===== src/rtl/pqi_pkg.sv =====
// package for the queue setup and interrupt signalling block
// holds register offsets, field layouts, reset values and vector codes
// assumes a 32-bit apb slave with byte addresses on word boundaries
package pqi_pkg;

    // ******************************************************************
    // register offsets (byte addresses, one aligned word each)
    // ******************************************************************
    localparam logic [7:0] PICK_OFS    = 8'h00;
    localparam logic [7:0] LEN_OFS     = 8'h04;
    localparam logic [7:0] PAGE_OFS    = 8'h08;
    localparam logic [7:0] BASE_OFS    = 8'h0c;
    localparam logic [7:0] KICK_OFS    = 8'h10;
    localparam logic [7:0] CAUSE_OFS   = 8'h14;
    localparam logic [7:0] CFGVEC_OFS  = 8'h18;
    localparam logic [7:0] RINGVEC_OFS = 8'h1c;
    localparam logic [7:0] MODE_OFS    = 8'h20;

    // ******************************************************************
    // field positions
    // ******************************************************************
    localparam int CAUSE_QUEUE_BIT = 0;
    localparam int CAUSE_CFG_BIT   = 1;
    localparam int MODE_MSG_BIT    = 0;
    localparam int MODE_LEGACY_BIT = 1;

    // per-queue slot word: size, vector, page number
    localparam int SLOT_SIZE_LSB = 0;
    localparam int SLOT_VEC_LSB  = 16;
    localparam int SLOT_PAGE_LSB = 32;
    localparam int SLOT_W        = 64;

    // ******************************************************************
    // vector codes and ring alignment
    // ******************************************************************
    localparam logic [15:0] NO_VECTOR        = 16'hffff;
    localparam logic [15:0] VEC_LAST         = 16'h07ff;
    localparam int          MSG_VEC_W        = 11;
    localparam int          RING_ALIGN_BYTES = 4096;
    localparam int          PAGE_SHIFT       = $clog2(RING_ALIGN_BYTES);

    // ******************************************************************
    // reset values
    // ******************************************************************
    localparam logic [15:0] PICK_RST  = 16'h0000;
    localparam logic [1:0]  CAUSE_RST = 2'h0;
    localparam logic [1:0]  MODE_RST  = 2'h0;
    localparam logic [31:0] PAGE_RST  = 32'h0000_0000;

endpackage : pqi_pkg


===== src/rtl/pqi_slot_mem.sv =====
// per-queue slot memory with one write port and two registered read ports
// assumes one clock; unwritten entries read as the default word
`timescale 1ns/1ps
module pqi_slot_mem #(
    parameter int               DEPTH   = 4,
    parameter int               WIDTH   = 64,
    parameter int               IW      = (DEPTH > 1) ? $clog2(DEPTH) : 1,
    parameter logic [WIDTH-1:0] DEFAULT = '0
) (
    // clock and reset
    input  wire logic             clk,
    input  wire logic             rst_n,
    // write port
    input  wire logic             wr_en,
    input  wire logic [IW-1:0]    wr_idx,
    input  wire logic [WIDTH-1:0] wr_data,
    // read ports
    input  wire logic [IW-1:0]    rd_a_idx,
    output logic      [WIDTH-1:0] rd_a_data,
    input  wire logic [IW-1:0]    rd_b_idx,
    output logic      [WIDTH-1:0] rd_b_data
);

    logic [WIDTH-1:0] mem [DEPTH];
    logic [DEPTH-1:0] written_reg;

    always_ff @(posedge clk) begin
        if (wr_en) begin
            mem[wr_idx] <= wr_data;
        end
    end

    // entries fall back to the default after reset without clearing the array
    always_ff @(posedge clk or negedge rst_n) begin
        if (!rst_n) begin
            written_reg <= '0;
        end else if (wr_en) begin
            written_reg[wr_idx] <= 1'b1;
        end
    end

    always_ff @(posedge clk or negedge rst_n) begin
        if (!rst_n) begin
            rd_a_data <= DEFAULT;
            rd_b_data <= DEFAULT;
        end else begin
            rd_a_data <= written_reg[rd_a_idx] ? mem[rd_a_idx] : DEFAULT;
            rd_b_data <= written_reg[rd_b_idx] ? mem[rd_b_idx] : DEFAULT;
        end
    end

endmodule // pqi_slot_mem


===== src/rtl/pqi_top.sv =====
// queue setup, ring kick and interrupt signalling over apb
// assumes one clock, events from the ring engine synchronous to pclk
`timescale 1ns/1ps
module pqi_top
    import pqi_pkg::*;
#(
    parameter int          NUM_QUEUES     = 4,
    parameter logic [15:0] QUEUE_MAX_SIZE = 16'h0100,
    parameter logic [15:0] MSG_TABLE_LAST = VEC_LAST
) (
    // clock and reset
    input  wire logic                 pclk,
    input  wire logic                 presetn,
    // apb slave
    input  wire logic                 psel,
    input  wire logic                 penable,
    input  wire logic                 pwrite,
    input  wire logic [7:0]           paddr,
    input  wire logic [31:0]          pwdata,
    output logic      [31:0]          prdata,
    output logic                      pready,
    output logic                      pslverr,
    // ring engine events and lookup
    input  wire logic                 ring_event,
    input  wire logic [15:0]          ring_event_idx,
    input  wire logic                 config_event,
    output logic      [15:0]          ring_len_out,
    output logic      [43:0]          ring_base_out,
    // ring kick towards the engine
    output logic                      kick_valid,
    output logic      [15:0]          kick_queue,
    // interrupt delivery
    output logic                      irq_line,
    output logic                      msg_valid,
    output logic      [MSG_VEC_W-1:0] msg_vector
);

    // ******************************************************************
    // local types and constants
    // ******************************************************************
    localparam int          IW       = (NUM_QUEUES > 1) ? $clog2(NUM_QUEUES) : 1;
    localparam logic [15:0] NQ16     = 16'(NUM_QUEUES);
    localparam logic [63:0] SLOT_DEF = {PAGE_RST, NO_VECTOR, QUEUE_MAX_SIZE};

    // ******************************************************************
    // declarations
    // ******************************************************************
    logic [15:0]        pick_reg;
    logic [1:0]         mode_reg;
    logic [1:0]         flags_reg;
    logic [1:0]         flags_next;
    logic [15:0]        cfg_vec_reg;
    logic               pready_reg;
    logic               qev_d1_reg;
    logic               cfg_pend_reg;
    logic               cfg_pend_next;
    logic               access;
    logic               done;
    logic               wr_done;
    logic               rd_done;
    logic               addr_ok;
    logic               pick_exists;
    logic               ev_exists;
    logic               msg_en;
    logic               legacy;
    logic               q_set;
    logic               c_set;
    logic               q_send;
    logic               cause_rd;
    logic               mem_wr_en;
    logic [SLOT_W-1:0]  mem_wr_data;
    logic [SLOT_W-1:0]  rd_a_data;
    logic [SLOT_W-1:0]  rd_b_data;
    logic [15:0]        a_size;
    logic [15:0]        a_vec;
    logic [31:0]        a_page;
    logic [15:0]        b_size;
    logic [15:0]        b_vec;
    logic [31:0]        b_page;
    logic [31:0]        rdata_next;

    // ******************************************************************
    // bus phases and decode
    // ******************************************************************
    assign access      = psel & penable;
    assign done        = access & pready_reg;
    assign wr_done     = done & pwrite;
    assign rd_done     = done & ~pwrite;
    assign msg_en      = mode_reg[MODE_MSG_BIT];
    assign legacy      = mode_reg[MODE_LEGACY_BIT];
    assign pick_exists = pick_reg < NQ16;
    assign ev_exists   = ring_event_idx < NQ16;

    assign a_size = rd_a_data[SLOT_SIZE_LSB +: 16];
    assign a_vec  = rd_a_data[SLOT_VEC_LSB +: 16];
    assign a_page = rd_a_data[SLOT_PAGE_LSB +: 32];
    assign b_size = rd_b_data[SLOT_SIZE_LSB +: 16];
    assign b_vec  = rd_b_data[SLOT_VEC_LSB +: 16];
    assign b_page = rd_b_data[SLOT_PAGE_LSB +: 32];

    always_comb begin
        unique case (paddr)
            PICK_OFS, LEN_OFS, PAGE_OFS, BASE_OFS, KICK_OFS,
            CAUSE_OFS, CFGVEC_OFS, RINGVEC_OFS, MODE_OFS: addr_ok = 1'b1;
            default: addr_ok = 1'b0;
        endcase
    end

    // mapping beyond the supported table fails and reads back unmapped
    function automatic logic [15:0] map_vec(input logic [15:0] v);
        map_vec = (v <= MSG_TABLE_LAST) ? v : NO_VECTOR;
    endfunction

    // one wait state so slot data of a just-changed pick has settled
    always_ff @(posedge pclk or negedge presetn) begin
        if (!presetn) begin
            pready_reg <= 1'b0;
        end else begin
            pready_reg <= access & ~pready_reg;
        end
    end

    // ******************************************************************
    // control registers
    // ******************************************************************
    always_ff @(posedge pclk or negedge presetn) begin
        if (!presetn) begin
            pick_reg <= PICK_RST;
        end else if (wr_done && paddr == PICK_OFS) begin
            pick_reg <= pwdata[15:0];
        end
    end

    always_ff @(posedge pclk or negedge presetn) begin
        if (!presetn) begin
            mode_reg <= MODE_RST;
        end else if (wr_done && paddr == MODE_OFS) begin
            mode_reg <= pwdata[1:0];
        end
    end

    always_ff @(posedge pclk or negedge presetn) begin
        if (!presetn) begin
            cfg_vec_reg <= NO_VECTOR;
        end else if (wr_done && paddr == CFGVEC_OFS) begin
            cfg_vec_reg <= map_vec(pwdata[15:0]);
        end
    end

    // ******************************************************************
    // per-queue slots
    // ******************************************************************
    always_comb begin
        mem_wr_en   = 1'b0;
        mem_wr_data = rd_a_data;
        if (wr_done && pick_exists) begin
            unique case (paddr)
                LEN_OFS: begin
                    // legacy size is fixed at the reported value
                    if (!legacy && pwdata[15:0] != 16'h0000 && pwdata[15:0] <= QUEUE_MAX_SIZE) begin
                        mem_wr_en                       = 1'b1;
                        mem_wr_data[SLOT_SIZE_LSB +: 16] = pwdata[15:0];
                    end
                end
                PAGE_OFS: begin
                    mem_wr_en                        = 1'b1;
                    mem_wr_data[SLOT_PAGE_LSB +: 32] = pwdata;
                end
                RINGVEC_OFS: begin
                    mem_wr_en                       = 1'b1;
                    mem_wr_data[SLOT_VEC_LSB +: 16] = map_vec(pwdata[15:0]);
                end
                default: mem_wr_en = 1'b0;
            endcase
        end
    end

    pqi_slot_mem #(
        .DEPTH   (NUM_QUEUES),
        .WIDTH   (SLOT_W),
        .IW      (IW),
        .DEFAULT (SLOT_DEF)
    ) u_slots (
        .clk       (pclk),
        .rst_n     (presetn),
        .wr_en     (mem_wr_en),
        .wr_idx    (pick_reg[IW-1:0]),
        .wr_data   (mem_wr_data),
        .rd_a_idx  (pick_reg[IW-1:0]),
        .rd_a_data (rd_a_data),
        .rd_b_idx  (ring_event_idx[IW-1:0]),
        .rd_b_data (rd_b_data)
    );

    // ******************************************************************
    // read data
    // ******************************************************************
    always_comb begin
        rdata_next = 32'h0000_0000;
        unique case (paddr)
            PICK_OFS:    rdata_next = {16'h0000, pick_reg};
            LEN_OFS:     rdata_next = {16'h0000, pick_exists ? a_size : 16'h0000};
            PAGE_OFS:    rdata_next = a_page;
            BASE_OFS:    rdata_next = {a_page[31-PAGE_SHIFT:0], {PAGE_SHIFT{1'b0}}};
            CAUSE_OFS:   rdata_next = {30'h0, flags_reg};
            CFGVEC_OFS:  rdata_next = {16'h0000, cfg_vec_reg};
            RINGVEC_OFS: rdata_next = {16'h0000, pick_exists ? a_vec : NO_VECTOR};
            MODE_OFS:    rdata_next = {30'h0, mode_reg};
            default:     rdata_next = 32'h0000_0000;
        endcase
    end

    always_ff @(posedge pclk or negedge presetn) begin
        if (!presetn) begin
            prdata  <= 32'h0000_0000;
            pready  <= 1'b0;
            pslverr <= 1'b0;
        end else begin
            pready  <= access & ~pready_reg;
            pslverr <= access & ~pready_reg & ~addr_ok;
            prdata  <= (access && !pready_reg && !pwrite) ? rdata_next : 32'h0000_0000;
        end
    end

    // ******************************************************************
    // ring kick
    // ******************************************************************
    always_ff @(posedge pclk or negedge presetn) begin
        if (!presetn) begin
            kick_valid <= 1'b0;
            kick_queue <= 16'h0000;
        end else begin
            kick_valid <= wr_done && paddr == KICK_OFS;
            if (wr_done && paddr == KICK_OFS) begin
                kick_queue <= pwdata[15:0];
            end
        end
    end

    // ******************************************************************
    // line interrupt and cause flags
    // ******************************************************************
    assign q_set    = ring_event & ev_exists & ~msg_en;
    assign c_set    = config_event & ~msg_en;
    assign cause_rd = rd_done && paddr == CAUSE_OFS;

    // a set in the clearing cycle survives the clear
    always_comb begin
        flags_next                  = cause_rd ? CAUSE_RST : flags_reg;
        flags_next[CAUSE_QUEUE_BIT] = flags_next[CAUSE_QUEUE_BIT] | q_set;
        flags_next[CAUSE_CFG_BIT]   = flags_next[CAUSE_CFG_BIT] | c_set;
    end

    always_ff @(posedge pclk or negedge presetn) begin
        if (!presetn) begin
            flags_reg <= CAUSE_RST;
            irq_line  <= 1'b0;
        end else begin
            flags_reg <= flags_next;
            irq_line  <= |flags_next;
        end
    end

    // ******************************************************************
    // message interrupts
    // ******************************************************************
    assign q_send = qev_d1_reg & msg_en & (b_vec != NO_VECTOR);

    // config message waits one cycle behind a queue message
    assign cfg_pend_next = msg_en & ((config_event & (cfg_vec_reg != NO_VECTOR)) | (cfg_pend_reg & q_send));

    always_ff @(posedge pclk or negedge presetn) begin
        if (!presetn) begin
            qev_d1_reg   <= 1'b0;
            cfg_pend_reg <= 1'b0;
        end else begin
            qev_d1_reg   <= ring_event & ev_exists & msg_en;
            cfg_pend_reg <= cfg_pend_next;
        end
    end

    always_ff @(posedge pclk or negedge presetn) begin
        if (!presetn) begin
            msg_valid  <= 1'b0;
            msg_vector <= '0;
        end else begin
            msg_valid  <= q_send | (cfg_pend_reg & msg_en);
            msg_vector <= q_send ? b_vec[MSG_VEC_W-1:0] : cfg_vec_reg[MSG_VEC_W-1:0];
        end
    end

    // ******************************************************************
    // ring lookup for the engine
    // ******************************************************************
    always_ff @(posedge pclk or negedge presetn) begin
        if (!presetn) begin
            ring_len_out  <= 16'h0000;
            ring_base_out <= 44'h0;
        end else begin
            ring_len_out  <= b_size;
            ring_base_out <= {b_page, {PAGE_SHIFT{1'b0}}};
        end
    end

    // ******************************************************************
    // assertions
    // ******************************************************************
    a_cause_clear_read: assert property (@(posedge pclk) disable iff (!presetn)
        (cause_rd && !q_set && !c_set) |=> (flags_reg == 2'h0))
        else $error("cause flags not cleared by read");

    a_line_follows_flags: assert property (@(posedge pclk) disable iff (!presetn)
        (flags_reg != 2'h0) |-> irq_line)
        else $error("line interrupt low while a cause bit is set");

    a_queue_sets_bit0: assert property (@(posedge pclk) disable iff (!presetn)
        q_set |=> (flags_reg[CAUSE_QUEUE_BIT] && irq_line))
        else $error("queue event did not set bit 0 and the line");

    a_config_sets_bit1: assert property (@(posedge pclk) disable iff (!presetn)
        c_set |=> (flags_reg[CAUSE_CFG_BIT] && irq_line))
        else $error("config change did not set bit 1 and the line");

    a_queue_msg_vector: assert property (@(posedge pclk) disable iff (!presetn)
        (ring_event && ev_exists && msg_en && !mem_wr_en) ##1 (msg_en && b_vec != NO_VECTOR)
            |=> (msg_valid && msg_vector == $past(b_vec[MSG_VEC_W-1:0])))
        else $error("queue message missing or wrong vector");

    a_config_unmapped: assert property (@(posedge pclk) disable iff (!presetn)
        (!cfg_pend_reg && config_event && !ring_event && cfg_vec_reg == NO_VECTOR && !qev_d1_reg) |=> ##1 !msg_valid)
        else $error("message sent for unmapped config change");

    a_kick_pulse: assert property (@(posedge pclk) disable iff (!presetn)
        (wr_done && paddr == KICK_OFS) |=> (kick_valid && kick_queue == $past(pwdata[15:0])))
        else $error("kick not reported with its queue index");

    a_len_missing_zero: assert property (@(posedge pclk) disable iff (!presetn)
        (access && !pready_reg && !pwrite && paddr == LEN_OFS && !pick_exists) |=> (prdata == 32'h0))
        else $error("missing queue did not read length 0");

    a_legacy_len_fixed: assert property (@(posedge pclk) disable iff (!presetn)
        (wr_done && paddr == LEN_OFS && legacy) |-> !mem_wr_en)
        else $error("ring length changed in legacy mode");

    a_bus_one_wait: assert property (@(posedge pclk) disable iff (!presetn)
        (access && !pready_reg) |=> (pready && pready_reg))
        else $error("access phase not answered after one wait");

endmodule // pqi_top


===== config.mk =====
export PLATFORM = sky130hd
export DESIGN_NAME = pqi_top
export DESIGN_NICKNAME = d
export VERILOG_FILES = /design/src/rtl/pqi_pkg.sv /design/src/rtl/pqi_slot_mem.sv /design/src/rtl/pqi_top.sv
export SDC_FILE = /design/constraint.sdc
export NUM_CORES = 1
export LEC_CHECK = 0
export ABC_AREA = 1
export BUFFER_PORTS_ARGS = -buffer_cell sky130_fd_sc_hd__buf_4
export CORE_MARGIN = 4
export CORE_UTILIZATION = 44
export CTS_CLUSTER_DIAMETER = 30
export CTS_CLUSTER_SIZE = 16
export DETAILED_ROUTE_END_ITERATION = 6
export GPL_ROUTABILITY_DRIVEN = 0
export GPL_TIMING_DRIVEN = 0
export RECOVER_POWER = 100
export SYNTH_ARGS = -nofsm -noshare
export SYNTH_HDL_FRONTEND = slang
export SYNTH_SLANG_ARGS = --single-unit

===== constraint.sdc =====
create_clock -name pclk -period 2.95 [get_ports pclk]
set_input_delay 0.295 -clock pclk [delete_from_list [all_inputs] [get_ports pclk]]
set_output_delay 0.295 -clock pclk [all_outputs]
set_load 0.01 [all_outputs]

==> results of run 1 <==
## stage by stage
step,setup WS (ps),area (um^2),utilization [%],power (W),cells
after floorplan,400,22100,-,0.00849,2112
after global placement,-1020,24200,49.2,0.00893,2948
after detailed placement,-168,24500,49.6,0.00896,2958
after CTS,30.4,28300,57.4,0.0211,3170
after global routing,15.4,27800,56.4,0.0215,3175
final,76.8,27800,56.4,0.0209,3176
## cells by family after synthesis
kind of cell           synth area share (%)
other                                0.0170
and+or+nand+nor                        12.0
DFF                                    67.2
AOI/OAI and AO/OA                      13.9
buffers and inverters                  6.90
## cells in the mapped netlist (3+ instances only)
cell type	instances	share of area (%)
inv_1	235	4.0
edfxtp_1	256	35
nor2_1	217	3.7
o21ai_1	12	0.27
a221oi_1	57	2.3
o22ai_1	23	0.65
o211ai_1	27	0.92
nand2_1	343	5.8
a31oi_1	7	0.20
clkbuf_1	55	0.94
nor4_1	5	0.14
nand4_1	18	0.51
nand2_2	5	0.14
buf_1	10	0.17
dfrtp_1	232	26
clkbuf_2	3	0.068
buf_4	19	0.65
a21oi_1	83	1.9
o21ai_0	332	7.5
nor2_2	7	0.20
inv_2	9	0.15
dfstp_2	50	6.0
nand3_1	35	0.79
nor2_4	4	0.20
buf_2	37	0.84
## worst max-delay path: stages, from the launching register on
cell and delay [ps]:
dfrtp_1 490, nand2_1 330, inv_1 340, clkbuf_2 540
nand2_1 210, clkinvlp_4 320, buf_12 270
## layout make-up
class | count | share of cell area [%]
diodes | 1 | 0.00901
plain buffers | 122 | 1.99
clock buffers | 128 | 10.5
clock inverters | 70 | 2.79
inverters | 246 | 3.35
multi-input cells | 1203 | 20.6
flip-flops and latches | 538 | 53.3
well taps | 664 | 2.99
repair buffers | 203 | 4.45
repair inverters | 1 | 0.0180
## path summary, 6_finish.rpt
path,depth (start not counted),startpoint,slack (ps),to
max,6,pick_reg[1],80,u_slots.mem[3][21]
min,5,pwrite,20,flags_reg[1]
max reg2reg,6,pick_reg[1],80,u_slots.mem[3][21]
min reg2reg,0,u_slots.rd_b_data[40],340,ring_base_out[20]
max in group asynchronous,3,presetn,610,kick_queue[3]
min in group asynchronous,2,presetn,650,ring_base_out[36]
## power by group
part / switching, W / total [W] / leakage, nW / internal, W
clock: 0.00404 / 0.0121 / 1.80 / 0.00802
sequential: 0.0000487 / 0.00805 / 5.72 / 0.00800
combinational: 0.000534 / 0.000747 / 4.19 / 0.000213
total: 0.00462 / 0.0209 / 11.7 / 0.0162
## placed cells by master, fill, tap and decap left out, types with 4 or more instances in the layout
master,netlist,layout
nand2_1,343,345
conb_1,1,12
bufinv_16,0,11
clkbuf_16,0,112
o211ai_1,27,27
clkinv_1,2,10
nor2_2,7,5
dfstp_2,50,50
clkinv_2,0,17
buf_4,19,73
clkinvlp_4,0,7
clkbuf_8,0,4
o21ai_0,332,342
clkbuf_1,55,196
clkbuf_2,3,6
nand4_1,18,18
edfxtp_1,256,256
inv_2,9,6
o22ai_1,23,23
buf_1,10,8
nor2_1,217,220
buf_12,0,6
dfrtp_1,232,232
clkinv_4,0,6
nor4_1,5,5
nand3_1,35,36
buf_2,37,25
a21oi_1,83,84
a31oi_1,7,7
clkbuf_4,0,4
dlygate4sd3_1,0,15
inv_1,235,234
inv_6,0,13
a221oi_1,57,57
clkinvlp_2,0,4
## what timing repair did
item                                   4_1_cts  5_1_grt
resized for setup                            0        0
buffers inserted                             1        5
gates cloned                                 0        1
endpoints found under the hold margin       74        0
hold buffers                                15        0
setup endpoints to repair                   57      130
## per-layer routing
metal	share of wire, %	global-route usage [%]
met5	0	0
met4	3.7	11.3
met2	45	39.8
met1	41	35.4
met3	10	6.27
==> out/metrics.yaml, run 1 <==
run_status:
  status: "finished, violations left"
  violations: "max-capacitance violations, max-slew violations"
route:
  dr.pass1.iters: 6
  wire_per_inst_um: 22.2
  vias: 17400
  drt_iter0_drc: 2255
  avgViaCountPerCell: 5.49
  drtAntennaViolNets: 0
  drc: 0
  routed_wl_um: 70500
power:
  p_per_area_nw_per_um2: 751
  leakagePower_nw: 11.7
  peakVddDrop_v: 0.000442
cts:
  htree_levels: 3
  clock_sinks: 538
  ctsRootBufferMaster: "clkbuf_16"
  clk_pin_slew_ps: 50
  cts_tree: "done"
  cts-buffers-inserted: 104
  clockBufferDepth: 3
  clock_latency_ps: 660
layout:
  regArea_um2: 14800
  reg.largest.list: "u_slots.mem (256), u_slots.rd_a_data (64), u_slots.rd_b_data (64)"
  drive_gt1_share_pct: 14.9
  final_nets: 2482
  areaGrowthSynthToFinish_pct: 26.0
  fillers: 4294
  multi_input_area_um2: 5730
  regMostFlops: "u_slots.mem"
  largest_register_ffs: 256
floorplanning:
  start_util_pct: 44.8
  die_h_um: 232
  die_area_um2: 53800
  io_pins: 187
  die_w_um: 232
  rows: 81
  fp.coreArea_um2: 49300
timing:
  fin_hold_ws_ps: 20.8
  hold_viol: 0
  tightestPinTransition_ps: 1760
  period_minus_slack_ps: 2870
  setup_viol: 0
  drv_slew: 73
  max_freq_ghz: 0.348
  slew_headroom_pct: -17.4
  fin_skew_ps: 36.1
  rsz0062_at_grt: "false"
  fin_setup_tns_ps: 0
  period_share_pct: 97.4
job:
  max_cap_violations: 2
yosys:
  ys_types: 42
  async_flop_share_pct: 52.4
  yosysSeqAreaShare_pct: 67.2
  synth_edf_count: 256
  ys.flop_type: "edfxtp_1"
  syn_avg_cell_area_um2: 10.5
  syn_area_um2: 22000
  yosysWarnings: 0
  yosys_register_bits: 538
  syn_inst: 2101
global_routing:
  antenna_found_initial: 0
  track_usage_pct: 25.9
  grt_pass1_vias: 17300
  gr-total-overflow: 0
  grt_pass1_wl_um: 105000
  grt_max_degree: 119
critical_path:
  critical_path_required_ps: 3260
  arrival_ps: 3180
  crit_fanout: 27
  path_class: "reg2reg"
  endpoint_kind: "flop"
  cp-start-kind: "flop"
min_path:
  min_path_type: "in2reg"
placement:
  io_buffers: 172
  hpwl_um: 48000
Power figures use the tool's default switching activity.
==> run 2: changes to the inputs <==
CORE_UTILIZATION = 40   (was 44)
==> run 2 against run 1 <==
Compared with the run above: clock power down 3%; fmax decreased by 1.1%; die area rose by 9.6%; hold slack improved by 3.8 ps; largest cell class unchanged; register-to-register slack lost 30 ps; highest routed layer unchanged; combinational power barely moved; clock skew shrank 6.7 ps; the run still ends with max-capacitance violations, max-slew violations left; first-iteration DRC count down 8.6%; via count rose by 0.22%; non-clock buffer count decreased by 4; cell count rose by 0.66%.
==> out/metrics.yaml, run 2 (synthesis gave the netlist of run 1 again) <==
critical_path:
  path_class: "reg2reg"
  crit_fanout: 10  # -63%
  cp-startpoint: "u_slots.written_reg[1]"
  reg2reg_depth: 6  # unchanged
  rrSetupSlack_ps: 40  # -30 ps
  critical_path_required_ps: 3460  # +200 ps
  r2r-start: "u_slots.written_reg[1]"
  cp-start-kind: "flop"
  arrival_ps: 3420  # +240 ps
  endpoint_kind: "flop"
  r2r-end: "u_slots.rd_b_data[19]"
  crit_end: "u_slots.rd_b_data[19]"
route:
  wire_per_inst_um: 22.0  # -0.85%
  drc: 0  # unchanged
  avgViaCountPerCell: 5.47  # -0.43%
  dr.pass1.iters: 6  # unchanged
  routed_wl_um: 70400  # -0.20%
  vias: 17500  # +0.22%
  drtAntennaViolNets: 0  # unchanged
  drt_iter0_drc: 2062  # -8.6%
layout:
  reg.largest.list: "u_slots.mem (256), u_slots.rd_a_data (64), u_slots.rd_b_data (64)"
  drive_gt1_share_pct: 14.6  # -0.21 points
  final_cell_mix: "nand2_1, o21ai_0, edfxtp_1"
  areaGrowthSynthToFinish_pct: 25.4
  final_nets: 2474  # -0.32%
  largest_register_ffs: 256  # unchanged
  instances_no_fill: 3197  # +0.66%
  final_common_cell: "nand2_1"
  regMostFlops: "u_slots.mem"
power:
  switchingPower_w: 0.00465  # +0.71%
  p_total_w: 0.0205  # -1.7%
  peakVddDrop_v: 0.000445  # +0.65%
  clkPwrFrac_pct: 57.1  # -0.7 points
  swShare_pct: 22.7  # +0.55 points
  p_seq_share_pct: 39.3  # +0.7 points
  leakagePower_nw: 11.6  # -0.85%
  p_comb_share_pct: 3.7  # about the same
  intPower_w: 0.0158  # -2.4%
  p_per_area_nw_per_um2: 741  # -1.3%
cts:
  htree_levels: 3  # unchanged
  clock_sinks: 538  # unchanged
  ctsRootBufferMaster: "clkbuf_16"
  clk_pin_slew_ps: 50  # about the same
  cts_tree: "done"
  clockBufferDepth: 3  # unchanged
  cts-buffers-inserted: 101  # -2.9%
  clock_latency_ps: 640  # -20 ps
timing:
  fin_setup_tns_ps: 0  # unchanged
  period_minus_slack_ps: 2910  # +33.1 ps
  max_freq_ghz: 0.344  # -1.1%
  period_share_pct: 98.5  # +1.1 points
  tightestPinTransition_ps: 1870  # +108 ps
  drv_slew: 74  # +1.4%
  slew_headroom_pct: -24.6  # -7.2 points
  fin_skew_ps: 29.4  # -6.72 ps
  setup_viol: 0  # unchanged
  rsz0062_at_grt: "false"
  fin_hold_ws_ps: 24.6  # +3.79 ps
  hold_viol: 0  # unchanged
min_path:
  hold_path_depth: 5  # unchanged
  min_path_type: "in2reg"
floorplanning:
  die_area_um2: 58900  # +9.6%
  die_h_um: 243  # +4.7%
  die_w_um: 243  # +4.7%
  start_util_pct: 40.7  # -4.1 points
  fp.coreArea_um2: 54200  # +10%
  rows: 85  # +4.9%
  io_pins: 187  # unchanged
global_routing:
  antenna_found_initial: 2  # +2
  gr-total-overflow: 0  # unchanged
  grt_pass1_wl_um: 105000  # +0.26%
  grt_pass1_vias: 17500  # +1.2%
  track_usage_pct: 23.3  # -2.7 points
  grt_max_degree: 119  # unchanged
placement:
  hpwl_um: 48300  # +0.54%
  dpl.cell_count: 2990  # +1.1%
  io_buffers: 172  # unchanged
run_status:
  violations: "max-capacitance violations, max-slew violations"
  status: "finished, violations left"
job:
  max_cap_violations: 2  # unchanged
[run 2: cell count changes in the layout (fill, tap and decap cells not counted), sizes merged]
cell | before | now
dlygate4sd3 | 15 | 14
clkbuf | 322 | 316
bufinv | 11 | 9
clkinv | 35 | 36
inv | 260 | 259
clkinvlp | 11 | 9
[run 2: worst min-delay path by stage]
stage | from | endpoint
final | pwrite | flags_reg[1]
after global routing | pwrite | flags_reg[1]
after CTS | pwrite | flags_reg[0]
after detailed placement | presetn | ring_base_out[15]
after global placement | u_slots.rd_b_data[42] | ring_base_out[22]
after floorplan | presetn | cfg_pend_reg
[run 2: power by group through the flow]
stage,combinational [W],clock [W],sequential (W)
after detailed placement,0.000786,0,0.00818
after global routing,0.000820,0.0122,0.00806
final,0.000749,0.0117,0.00805
after global placement,0.000768,0,0.00818
after CTS,0.000805,0.0118,0.00805
after floorplan,0.000298,0,0.00819
[run 2: stage by stage]
step | setup WS, ps | cell area, um^2 | utilization (%)
after floorplan | 400 | 22100 | -
after global placement | -1040 | 24300 | 44.7
after detailed placement | -213 | 24500 | 45.2
after CTS | 27.1 | 28200 | 52.0
after global routing | 79.6 | 27700 | 51.0
final | 43.6 | 27700 | 51.0
[run 2: per-layer routing]
layer / wire length, um / vias up / global-route usage, %
li1: - / 7742 / -
met1: 28200 / 8542 / 31.9
met2: 31700 / 1024 / 35.9
met3: 7960 / 164 / 5.62
met4: 2430 / 0 / 9.29
met5: 0 / - / 0
[run 2: area by class of cell]
class	count	area, um^2
fillers	4838	26600
clock buffers	125	2810
well taps	696	871
plain buffers	123	561
multi-input cells	1203	5740
inverters	246	928
flip-flops and latches	538	14800
repair buffers	198	1190
clock inverters	67	749
diodes	1	2.50
[run 2: repair_timing]
action / in CTS / in global routing
setup endpoints to repair: 52 / 52
resized for setup: 0 / 0
endpoints found under the hold margin: 72 / 0
hold buffers: 14 / 0
setup buffers: 0 / 2
gates cloned: 0 / 0
[run 2: worst max-delay path: stages (launching register included)]
cell	delay, ps
dfrtp_1	350
inv_1	70
o21ai_0	140
a21oi_1	60
a21oi_1	1400
clkbuf_2	530
o211ai_1	230
